--- src/shared/sleep_seq_consts.svh ---
// constants for the sleep state power sequencer
`ifndef SLEEP_SEQ_CONSTS_SVH
`define SLEEP_SEQ_CONSTS_SVH
`define CLK_FREQ_HZ        250000000
`define SHORT_PRESS_MS     4000
`define LONG_PRESS_MAX_MS  6000
`define DEBOUNCE_US        10
`define SHORT_PRESS_CYC    ((`CLK_FREQ_HZ / 1000) * `SHORT_PRESS_MS)
`define LONG_PRESS_MAX_CYC ((`CLK_FREQ_HZ / 1000) * `LONG_PRESS_MAX_MS)
`define DEBOUNCE_CYC       ((`CLK_FREQ_HZ / 1000000) * `DEBOUNCE_US)
`define PRESS_CNT_W        32
`define LAN_PORTS          2
`endif

--- src/shared/sleep_seq_pkg.sv ---
// types for the sleep state power sequencer
package sleep_seq_pkg;
  typedef enum logic [1:0] {
    PWR_S0,
    PWR_S1,
    PWR_S4,
    PWR_S5
  } pwr_state_t;

  typedef struct packed {
    logic [1:0] lanEvent;
    logic       ps2Activity;
    logic       usbActivity;
  } wake_src_t;

  typedef struct packed {
    logic cpuRun;
    logic driveRun;
    logic memRetain;
    logic rtcRun;
    logic ledOn;
  } domain_en_t;
endpackage : sleep_seq_pkg

--- src/rtl/sleep_state_power_sequencer.sv ---
// top of the sleep state power sequencer: state machine and supply control
`timescale 1ns/1ps
`include "sleep_seq_consts.svh"

module sleep_state_power_sequencer
  import sleep_seq_pkg::*;
#(
  parameter int unsigned SHORT_CYC = `SHORT_PRESS_CYC,
  parameter int unsigned DEB_CYC   = `DEBOUNCE_CYC
) (
  input  wire logic       sys_clk,         // 250 MHz standby clock
  input  wire logic       rst_n,           // sync reset on standby power
  input  wire logic       pwrBtn_n,        // button pin, low pressed
  input  wire wake_src_t  wakeSrc,         // pin-level wake activity
  input  wire logic       lan_wake_enable, // LAN resume setting
  input  wire logic       supplyCtlPresent,// supply has on/off control input
  input  wire logic       swSleepReq,      // software sleep request pulse
  input  wire logic       swSleepS4,       // request target: 1 S4, 0 S1
  input  wire logic       swOffReq,        // software shutdown request pulse
  output logic            supply_on_n,     // supply on, active low
  output pwr_state_t      pwrState,        // current power state
  output domain_en_t      domainEn         // per-domain run enables
);
  // ----------------------------------------------------------------
  // input synchronisers
  // ----------------------------------------------------------------
  logic [3:0] wakeS1_q, wakeS2_q, wakePrev_q, wakeS1_d, wakeS2_d;
  logic       ctlS1_q, ctlS2_q, ctlS1_d, ctlS2_d;
  logic       pressed, shortPress, longPress;

  always_comb begin
    wakeS1_d = wakeSrc;
    wakeS2_d = wakeS1_q;
    ctlS1_d  = supplyCtlPresent;
    ctlS2_d  = ctlS1_q;
  end

  always_ff @(posedge sys_clk) begin
    if (!rst_n) begin
      wakeS1_q   <= 4'h0;
      wakeS2_q   <= 4'h0;
      wakePrev_q <= 4'h0;
      // assume control fitted until the pin says otherwise: reset alone never powers up
      ctlS1_q    <= 1'b1;
      ctlS2_q    <= 1'b1;
    end else begin
      wakeS1_q   <= wakeS1_d;
      wakeS2_q   <= wakeS2_d;
      wakePrev_q <= wakeS2_q;
      ctlS1_q    <= ctlS1_d;
      ctlS2_q    <= ctlS2_d;
    end
  end

  // ----------------------------------------------------------------
  // button path
  // ----------------------------------------------------------------
  btn_debounce #(.DEB_CYC(DEB_CYC)) u_deb (
    .sys_clk  (sys_clk),
    .rst_n    (rst_n),
    .btnRaw_n (pwrBtn_n),
    .pressed  (pressed)
  );

  press_timer #(.SHORT_CYC(SHORT_CYC)) u_tmr (
    .sys_clk    (sys_clk),
    .rst_n      (rst_n),
    .pressed    (pressed),
    .shortPress (shortPress),
    .longPress  (longPress)
  );

  // ----------------------------------------------------------------
  // wake decode
  // ----------------------------------------------------------------
  function automatic logic anyWake(input logic [3:0] now, input logic [3:0] prev,
                                   input logic lanEn);
    logic [3:0] rise;
    rise = now & ~prev;
    // lan bits are the top two of the packed struct
    anyWake = (lanEn && (rise[3] || rise[2]))
            || rise[1]
            || rise[0];
  endfunction : anyWake

  logic wakeEvt;
  assign wakeEvt = anyWake(wakeS2_q, wakePrev_q, lan_wake_enable);

  // ----------------------------------------------------------------
  // power state machine
  // ----------------------------------------------------------------
  pwr_state_t state_q, state_d;

  always_comb begin
    state_d = state_q;
    unique case (state_q)
      PWR_S0: begin
        if (longPress || swOffReq) begin
          state_d = PWR_S5;
        end else if (swSleepReq && ctlS2_q) begin
          // sleep only from S0 on software request
          state_d = swSleepS4 ? PWR_S4 : PWR_S1;
        end
      end
      PWR_S1, PWR_S4: begin
        if (longPress) begin
          state_d = PWR_S5;
        end else if (shortPress || wakeEvt) begin
          state_d = PWR_S0;
        end
      end
      PWR_S5: begin
        if (shortPress || wakeEvt) begin
          state_d = PWR_S0;
        end
      end
    endcase
    // no supply control: board simply runs while powered
    if (!ctlS2_q) begin
      state_d = PWR_S0;
    end
  end

  always_ff @(posedge sys_clk) begin
    if (!rst_n) begin
      state_q <= PWR_S5;
    end else begin
      state_q <= state_d;
    end
  end

  // ----------------------------------------------------------------
  // outputs, registered
  // ----------------------------------------------------------------
  logic       supplyOn_nq, supplyOn_nd;
  domain_en_t dom_q, dom_d;

  always_comb begin
    // S1 keeps rails up for memory; S4/S5 drop the main supply
    supplyOn_nd = !(state_q == PWR_S0 || state_q == PWR_S1);
    dom_d.rtcRun    = 1'b1;
    dom_d.ledOn     = 1'b1;
    dom_d.cpuRun    = (state_q == PWR_S0);
    dom_d.driveRun  = (state_q == PWR_S0);
    dom_d.memRetain = (state_q == PWR_S0) || (state_q == PWR_S1);
  end

  always_ff @(posedge sys_clk) begin
    if (!rst_n) begin
      supplyOn_nq <= 1'b1;
      dom_q       <= 5'b00011;
    end else begin
      supplyOn_nq <= supplyOn_nd;
      dom_q       <= dom_d;
    end
  end

  assign supply_on_n = supplyOn_nq;
  assign pwrState    = state_q;
  assign domainEn    = dom_q;
endmodule : sleep_state_power_sequencer

--- src/rtl/btn_debounce.sv ---
// two-flop synchroniser and debounce filter for the power button
`timescale 1ns/1ps
module btn_debounce
  import sleep_seq_pkg::*;
#(
  parameter int unsigned DEB_CYC = 2500
) (
  input  wire logic sys_clk,   // standby clock
  input  wire logic rst_n,     // sync reset
  input  wire logic btnRaw_n,  // button pin, low pressed
  output logic      pressed    // debounced, high pressed
);
  logic sync1_q, sync1_d, sync2_q, sync2_d, pressed_q, pressed_d;
  logic [31:0] cnt_q, cnt_d;

  always_comb begin
    sync1_d   = btnRaw_n;
    sync2_d   = sync1_q;
    pressed_d = pressed_q;
    cnt_d     = 32'h0000_0000;
    if ((~sync2_q) != pressed_q) begin
      if (cnt_q >= DEB_CYC - 1) begin
        pressed_d = ~sync2_q;
      end else begin
        cnt_d = cnt_q + 32'h0000_0001;
      end
    end
  end

  always_ff @(posedge sys_clk) begin
    if (!rst_n) begin
      sync1_q   <= 1'b1;
      sync2_q   <= 1'b1;
      pressed_q <= 1'b0;
      cnt_q     <= 32'h0000_0000;
    end else begin
      sync1_q   <= sync1_d;
      sync2_q   <= sync2_d;
      pressed_q <= pressed_d;
      cnt_q     <= cnt_d;
    end
  end

  assign pressed = pressed_q;
endmodule : btn_debounce

--- src/rtl/press_timer.sv ---
// measures a debounced press and classifies it on release or at the long mark
`timescale 1ns/1ps
module press_timer #(
  parameter int unsigned SHORT_CYC = 1000000000
) (
  input  wire logic sys_clk,    // standby clock
  input  wire logic rst_n,      // sync reset
  input  wire logic pressed,    // debounced press level
  output logic      shortPress, // pulse: released before short mark
  output logic      longPress   // pulse: held to the short mark
);
  logic [31:0] cnt_q, cnt_d;
  logic        fired_q, fired_d, prev_q, shortP_q, shortP_d, longP_q, longP_d;

  always_comb begin
    cnt_d    = cnt_q;
    fired_d  = fired_q;
    shortP_d = 1'b0;
    longP_d  = 1'b0;
    if (pressed) begin
      if (!prev_q) begin
        cnt_d   = 32'h0000_0000;
        fired_d = 1'b0;
      end else if (!fired_q) begin
        cnt_d = cnt_q + 32'h0000_0001;
        // long mark reached while still held: act now, 4 s in the 4-6 s window
        if (cnt_q >= SHORT_CYC - 1) begin
          longP_d = 1'b1;
          fired_d = 1'b1;
        end
      end
    end else if (prev_q && !fired_q) begin
      shortP_d = 1'b1;
    end
  end

  always_ff @(posedge sys_clk) begin
    if (!rst_n) begin
      cnt_q    <= 32'h0000_0000;
      fired_q  <= 1'b0;
      prev_q   <= 1'b0;
      shortP_q <= 1'b0;
      longP_q  <= 1'b0;
    end else begin
      cnt_q    <= cnt_d;
      fired_q  <= fired_d;
      prev_q   <= pressed;
      shortP_q <= shortP_d;
      longP_q  <= longP_d;
    end
  end

  assign shortPress = shortP_q;
  assign longPress  = longP_q;
endmodule : press_timer

--- config.mk ---
export PLATFORM = sky130hd
export DESIGN_NAME = sleep_state_power_sequencer
export DESIGN_NICKNAME = d
export VERILOG_FILES = /design/src/shared/sleep_seq_pkg.sv /design/src/rtl/sleep_state_power_sequencer.sv /design/src/rtl/btn_debounce.sv /design/src/rtl/press_timer.sv
export VERILOG_INCLUDE_DIRS = /design/src /design/src/shared
export SDC_FILE = /design/constraint.sdc
export NUM_CORES = 1
export LEC_CHECK = 0
export BUFFER_PORTS_ARGS = -buffer_cell sky130_fd_sc_hd__buf_2
export CAP_MARGIN = 20
export CORE_MARGIN = 8
export CORE_UTILIZATION = 40
export CTS_CLUSTER_DIAMETER = 120
export DETAILED_ROUTE_END_ITERATION = 10
export HOLD_SLACK_MARGIN = 0.06
export PLACE_DENSITY_LB_ADDON = 0.05
export SLEW_MARGIN = 20
export SYNTH_ARGS = -nofsm -noshare
export SYNTH_HDL_FRONTEND = slang
export SYNTH_SLANG_ARGS = --single-unit
--- constraint.sdc ---
create_clock -name sys_clk -period 1.83 [get_ports sys_clk]
set_clock_uncertainty 0.15 [all_clocks]
set_input_delay 0.366 -clock sys_clk [delete_from_list [all_inputs] [get_ports sys_clk]]
set_output_delay 0.366 -clock sys_clk [all_outputs]
set_load 0.005 [all_outputs]
==> results of run 1 <==
kinds of logic after synthesis:
family	share of synthesized area, %
adder cells (fa/ha/maj)	1.85
AND/OR/NAND/NOR	26.2
XOR/XNOR	10.1
other	0.222
flip-flops	53.3
buffers and inverters	3.00
AO/OA/AOI/OAI	4.77
multiplexers	0.592
flip-flops by register name, summed over array words and instances, names as in the netlist:
signal / count
u_tmr.longPress: 1
u_deb.sync2_q: 1
supply_on_n: 1
wakeS1_q: 4
u_tmr.cnt_q: 32
ctlS1_q: 1
u_deb.cnt_q: 32
u_deb.pressed: 1
u_tmr.fired_q: 1
ctlS2_q: 1
wakeS2_q: 4
u_tmr.prev_q: 1
u_tmr.shortPress: 1
wakePrev_q: 4
pwrState: 2
u_deb.sync1_q: 1
domainEn: 2
power by group through the flow:
stage / clock (mW) / sequential [mW] / combinational [mW]
floorplan: 0 / 2.09 / 0.122
detailed placement: 0 / 2.08 / 0.220
global placement: 0 / 2.08 / 0.220
finish: 1.40 / 2.04 / 0.257
global route: 1.53 / 2.05 / 0.293
CTS: 1.46 / 2.04 / 0.232
per-layer routing:
layer  GRT usage [%]  routed length, um  vias to the layer above
met5               0                  0                        -
met4            5.65                 89                        0
met3            2.32                152                        8
met2            17.7               2800                       19
met1            13.4               2880                     1146
li1                -                  -                     1325
through the flow:
stage | hold slack, ns | power, mW
floorplan | 0.236 | 2.21
global placement | 0.240 | 2.30
detailed placement | 0.248 | 2.30
CTS | 0.0620 | 3.73
global route | 0.0601 | 3.88
finish | 0.0780 | 3.70
final timing paths:
path               startpoint     endpoint  cells past startpoint
setup / recovery  pwrState[1]  pwrState[1]                      7
hold / removal     wakeSrc[2]  wakeS1_q[2]                      2
setup reg to reg  pwrState[1]  pwrState[1]                      7
hold reg to reg       ctlS1_q      ctlS2_q                      1
layout by cell type, fill, tap and decap left out, types with 2 or more instances in the layout:
cell type,n
xnor2_1,8
nand2b_1,5
and2_1,16
conb_1,22
dfxtp_2,2
a21oi_1,6
nor2_1,51
nor4_4,2
dlygate4sd3_1,4
and3_1,8
mux2i_1,2
nand4_1,20
buf_4,28
inv_6,2
o21ai_0,6
nor3_1,4
ha_1,4
inv_2,2
or3_1,2
inv_1,9
nor2b_1,4
nor4_2,2
buf_2,17
nor4_1,8
nand3_1,17
o21a_1,2
xor2_1,31
buf_6,5
nand2_1,21
clkbuf_8,10
dfxtp_1,88
repair_timing:
| action | 4_1_cts | 5_1_grt |
|---|---|---|
| endpoints found under the hold margin | 4 | 0 |
| gates cloned | 0 | 0 |
| gates resized for setup | 3 | 16 |
| pin swaps | 0 | 5 |
| endpoints found under the setup margin | 3 | 20 |
| hold buffers | 4 | 0 |
| buffers inserted | 0 | 3 |
cell type report:
cell class / instances / area [um2]
tap: 105 / 131
multi-input combinational: 262 / 1610
clock buffer: 10 / 138
clock inverter: 6 / 72.6
sequential: 90 / 1800
inverter: 11 / 41.3
timing repair buffer: 55 / 412
fill: 809 / 4010
==> summary.json, run 1 <==
{
  "synth": {
    "netlist-cell-type-count": 42,
    "synth_seq_area_share_pct": 53.3,
    "synth_top_cell_by_area": "dfxtp_1",
    "synthTopCellsByCount": "dfxtp_1 (90), nor2_1 (51), xor2_1 (31)",
    "synth_edf_count": 0,
    "ys_top_cells_by_area": "dfxtp_1 (53%), xor2_1 (8.0%), nor2_1 (5.7%), nand4_1 (3.7%), and2_1 (3.0%)",
    "syn-cell-area_um2": 3380,
    "synth.yosys.warnings": 0,
    "yosys.cell_count.top_type": "dfxtp_1",
    "ys_ff_latch": 90,
    "synthDominantCellAreaShare_pct": 53.3,
    "dominantRegCellSynth": "dfxtp_1",
    "synth.avg_cell_area_um2": 9.55,
    "synth_cells": 354,
    "share_of_flip_flops_with_an_asynchronous_set_or_reset_pct": 0
  },
  "die": {
    "design.portCount": 20,
    "dieWidth_um": 108,
    "core.rowCount": 33,
    "die_area_um2": 11700,
    "die_h_um": 108,
    "initial_core_util_pct": 41.1,
    "floorplan.core_area_um2": 8220
  },
  "detailed_routing": {
    "post_drt_via_cell_ratio": 4.63,
    "postRouteWirelength_um": 5920,
    "detail_route.iter0.violations": 85,
    "final_antenna_net_count": 0,
    "drt_first_pass_iters": 4,
    "detail_route.wl_per_cell_um": 11.0,
    "vias": 2498,
    "drc_violations": 0
  },
  "worst_hold_path": {
    "worst_hold_class": "input port to register"
  },
  "clocking": {
    "cts_tree": "built",
    "clk_latency_ns": 0.35,
    "cts.root.buffer_cell": "clkbuf_8",
    "clock_transition_at_the_register_clock_pins_on_the_worst_setup_and_hold_paths_after_cts_ns": 0.09,
    "cts_max_path_buffers": 2,
    "htreeDepth": 3,
    "cts_num_sinks": 90,
    "total_cts_buffers": 9
  },
  "place": {
    "dp_hpwl_um": 4110,
    "globalplace.congestion": 0.793,
    "dpl.cell_count": 516,
    "preCtsSetupSlack_ns": -0.0131,
    "io_buffers": 17,
    "post_dp_cell_area_um2": 3860
  },
  "sta": {
    "timing.final.setup_violations": 0,
    "max_freq_mhz": 554,
    "finalHoldViolCount": 0,
    "drv_slew": 0,
    "finalSetupTns_ns": 0,
    "rsz_0062_raised_after_global_routing": "true",
    "layout_setup_ws_ns": 0.0238,
    "final_cycle_share_pct": 98.7,
    "final.min_clock_period_ns": 1.81
  },
  "setup_path": {
    "worst_setup_path_end_kind": "register",
    "worst-setup-path-type": "register to register",
    "crit_path_max_incr_delay_ns": 0.48,
    "worst-r2r-setup-slack_ns": 0.02,
    "timing.critical_path.slowest_stage_cell": "or4_1",
    "start_kind": "register",
    "cp.buffers_inverters": 1,
    "cp.required_ns": 1.95,
    "crit_arrival_ns": 1.93,
    "critical_path.cell_chain": "inv_2 -> ha_4 -> nor2_1 -> or4_1 -> a21oi_2 -> a31oi_1 -> o221ai_1",
    "cp_max_fo": 2,
    "cell_type_group_with_the_largest_total_delay_on_the_critical_path": "simple AND/OR/NAND/NOR gates"
  },
  "power": {
    "leakage_nw": 1.70,
    "worst_case_vdd_ir_drop_uv": 407,
    "power_per_cell_area_nw_per_um2": 878,
    "combPwrFrac_pct": 7.0,
    "clock_network_fraction_of_total_power_pct": 37.8,
    "switching_share_pct": 22.9,
    "internal-power_mw": 2.85,
    "total_switching_power_mw": 0.847,
    "part_of_the_total_power_dissipated_in_sequential_elements_pct": 55.3
  },
  "finish": {
    "fin_util_pct": 51.2,
    "count_of_placed_standard_cells_in_the_final_layout_fillers_left_out": 539,
    "diodes": 0,
    "nNetsFinal": 446,
    "post_route_cells_drive_above_1_share_pct": 19.6,
    "fin_area_um2": 4210,
    "areaGrowthSynthToFinish_pct": 24.5
  },
  "global_routing": {
    "grt.total_usage_pct": 10.9,
    "grt_max_degree": 31,
    "grt_first_pass_wirelength_um": 10200,
    "first_global_vias": 2341,
    "antenna_found_initial": 0,
    "grt.overflow.total": 0
  },
  "run": {
    "drv_cap": 0
  },
  "run_status": {
    "outcome": "complete, no violations"
  }
}
(Power assumes the default switching activity.)
==> run 2, diff against run 1 <==
CTS_CLUSTER_DIAMETER = 30   (was 120)
GPL_TIMING_DRIVEN = 0   (was default)
==> run 2 against run 1 <==
Net effect: the flow now finishes with violations (setup timing); critical path depth is the same; final area increased by 2.8%; sequential share of layout area fell by 0.50 points; global-route usage is 0.47 points higher; highest routed layer unchanged.
==> summary.json, run 2 (synthesis gave the netlist of run 1 again) <==
{
  "run_status": {
    "outcome": "complete, but fails checks",
    "failed_checks": "setup timing"
  },
  "die": {
    "design.portCount": {"value": 20, "change": "unchanged"},
    "dieWidth": {"value": 108, "unit": "um", "change": "unchanged"},
    "initial_core_util": {"value": 41.1, "unit": "%", "change": "unchanged"},
    "die_area": {"value": 11700, "unit": "um2", "change": "unchanged"},
    "die_h": {"value": 108, "unit": "um", "change": "unchanged"},
    "core.rowCount": {"value": 33, "change": "unchanged"},
    "floorplan.core_area": {"value": 8220, "unit": "um2", "change": "unchanged"}
  },
  "clocking": {
    "total_cts_buffers": {"value": 9, "change": "unchanged"},
    "cts_tree": "built",
    "clk_latency": {"value": 0.34, "unit": "ns", "change": "about the same"},
    "cts_num_sinks": {"value": 90, "change": "unchanged"},
    "cts.root.buffer_cell": "clkbuf_8",
    "clock_transition_at_the_register_clock_pins_on_the_worst_setup_and_hold_paths_after_cts": {"value": 0.09, "unit": "ns", "change": "about the same"},
    "htreeDepth": {"value": 3, "change": "unchanged"},
    "cts_max_path_buffers": {"value": 2, "change": "unchanged"}
  },
  "power": {
    "power.total": {"value": 3.71, "unit": "mW", "change": "+0.31%"},
    "power_per_cell_area": {"value": 857, "unit": "nW/um2", "change": "-2.4%"},
    "leakage": {"value": 1.71, "unit": "nW", "change": "+0.20%"},
    "worst_case_vdd_ir_drop": {"value": 474, "unit": "uV", "change": "+16%"}
  },
  "setup_path": {
    "cp.required": {"value": 1.91, "unit": "ns", "change": "-0.04 ns"},
    "critical_path.cell_chain": "ha_4 -> nand4_1 -> nor3_4 -> clkbuf_16 -> nand4_1 -> xor2_1 -> nor2_1",
    "start_point_of_the_critical_path": "u_tmr.cnt_q[0]",
    "timing.critical_path.slowest_stage_cell": "dfxtp_4",
    "crit_arrival": {"value": 1.93, "unit": "ns", "change": "about the same"},
    "cp_max_fo": {"value": 4, "change": "+2"},
    "crit_path_max_incr_delay": {"value": 0.38, "unit": "ns", "change": "-0.10 ns"},
    "start_kind": "register",
    "worst-setup-path-type": "register to register",
    "worst_setup_path_end_kind": "register",
    "critical_path.most_common_cell": "nand4_1",
    "worst_r2r_startpoint": "u_tmr.cnt_q[0]"
  },
  "finish": {
    "post_route_cells_drive_above_1_share": {"value": 25.4, "unit": "%", "change": "+5.8 points"},
    "fin_util": {"value": 52.7, "unit": "%", "change": "+1.4 points"},
    "areaGrowthSynthToFinish_pct": 28.0,
    "count_of_placed_standard_cells_in_the_final_layout_fillers_left_out": {"value": 538, "change": "-0.19%"},
    "fin_area": {"value": 4330, "unit": "um2", "change": "+2.8%"},
    "layout.cells.most_common": "dfxtp_1",
    "diodes": {"value": 0, "change": "unchanged"},
    "most_frequent_cells_in_the_layout": "dfxtp_1 (73), nor2_1 (48), xor2_1 (31)",
    "biggestRegsByFlops": "u_deb.cnt_q x32, u_tmr.cnt_q x32",
    "nNetsFinal": {"value": 445, "change": "-0.22%"}
  },
  "global_routing": {
    "grt_max_degree": {"value": 16, "change": "-48%"},
    "first_global_vias": {"value": 2426, "change": "+3.6%"},
    "grt.overflow.total": {"value": 0, "change": "unchanged"},
    "grt_first_pass_wirelength": {"value": 10700, "unit": "um", "change": "+4.9%"},
    "antenna_found_initial": {"value": 0, "change": "unchanged"},
    "grt.total_usage": {"value": 11.4, "unit": "%", "change": "+0.47 points"}
  },
  "worst_hold_path": {
    "worst_hold_class": "input port to register",
    "worstHoldStart": "wakeSrc[0]"
  },
  "sta": {
    "rsz_0062_raised_after_global_routing": "true",
    "finalHoldViolCount": {"value": 0, "change": "unchanged"},
    "layout_setup_ws": {"value": -0.0215, "unit": "ns", "change": "-0.0453 ns"},
    "final.min_clock_period": {"value": 1.85, "unit": "ns", "change": "+0.0453 ns"},
    "final_cycle_share": {"value": 101, "unit": "%", "change": "+2.5 points"},
    "hold_ws": {"value": 0.0835, "unit": "ns", "change": "+0.00545 ns"},
    "timing.final.setup_violations": {"value": 1, "change": "+1"},
    "finalSetupTns": {"value": -0.0215, "unit": "ns", "change": "-0.0215 ns"},
    "drv_slew": {"value": 0, "change": "unchanged"},
    "max_freq": {"value": 540, "unit": "MHz", "change": "-2.4%"}
  },
  "detailed_routing": {
    "postRouteWirelength": {"value": 6380, "unit": "um", "change": "+7.8%"},
    "detail_route.wl_per_cell": {"value": 11.9, "unit": "um", "change": "+8.0%"},
    "vias": {"value": 2502, "change": "+0.16%"},
    "drt_first_pass_iters": {"value": 4, "change": "unchanged"},
    "post_drt_via_cell_ratio": {"value": 4.65, "change": "+0.35%"},
    "detail_route.iter0.violations": {"value": 76, "change": "-11%"},
    "final_antenna_net_count": {"value": 0, "change": "unchanged"},
    "drc_violations": {"value": 0, "change": "unchanged"}
  },
  "place": {
    "dpl.cell_count": {"value": 496, "change": "-3.9%"},
    "post_dp_cell_area": {"value": 3670, "unit": "um2", "change": "-4.9%"},
    "io_buffers": {"value": 17, "change": "unchanged"},
    "dp_hpwl": {"value": 4030, "unit": "um", "change": "-2.1%"},
    "preCtsSetupSlack": {"value": -0.352, "unit": "ns", "change": "-0.339 ns"},
    "globalplace.congestion": {"value": 0.732, "change": "-7.7%"}
  },
  "run": {
    "drv_cap": {"value": 0, "change": "unchanged"}
  }
}
## run 2: cell count changes in the layout (fill, tap and decap cells not counted), sizes merged
cell | previous run | this run
clkinvlp | 0 | 1
dlygate4sd3 | 4 | 5
clkbuf | 10 | 17
clkinv | 2 | 3
buf | 51 | 42
inv | 14 | 12
## run 2: critical path: cells and delay by family (launching register included)
kind,cells,cell delay [ns]
DFF,1,0.38
buffers and inverters,1,0.21
adders and majority gates,1,0.15
and+or+nand+nor,4,0.70
xor gates and xnor gates,1,0.14
## run 2: metal layers
metal	vias up	routed length, um	share of wire [%]	track usage, %
li1	1329	-	-	-
met5	-	0	0	0
met4	0	31	0.49	4.16
met2	11	3160	50	18.3
met1	1160	3070	48	14.2
met3	2	117	1.8	3.39
## run 2: cell type report
cell class / count / area [um2]
inverters: 11 / 43.8
well taps: 105 / 131
multi-input cells: 262 / 1710
plain buffers: 10 / 70.1
fillers: 782 / 3890
repair buffers: 44 / 335
clock buffers: 10 / 138
flip-flops and latches: 90 / 1830
clock inverters: 6 / 65.1
## run 2: repair_timing
item / in CTS / in global routing
cloned: 0 / 2
hold endpoints to repair: 5 / 0
hold buffers: 5 / 0
pin swaps: 14 / 18
resized for setup: 24 / 45
setup endpoints to repair: 36 / 47
setup buffers: 13 / 7
## run 2: report_power, final
part | internal [mW] | total (mW) | switching, mW | leakage, nW
clock network | 0.671 | 1.36 | 0.684 | 0.103
registers | 2.02 | 2.05 | 0.0292 | 0.745
logic | 0.168 | 0.304 | 0.136 | 0.858
total | 2.86 | 3.71 | 0.850 | 1.71
## run 2: path summary, 6_finish.rpt
path                endpoint  slack [ns]  cells past startpoint
max          u_tmr.cnt_q[24]       -0.02                      7
min              wakeS1_q[0]        0.08                      2
max reg2reg  u_tmr.cnt_q[24]       -0.02                      7
min reg2reg          ctlS2_q        0.26                      1
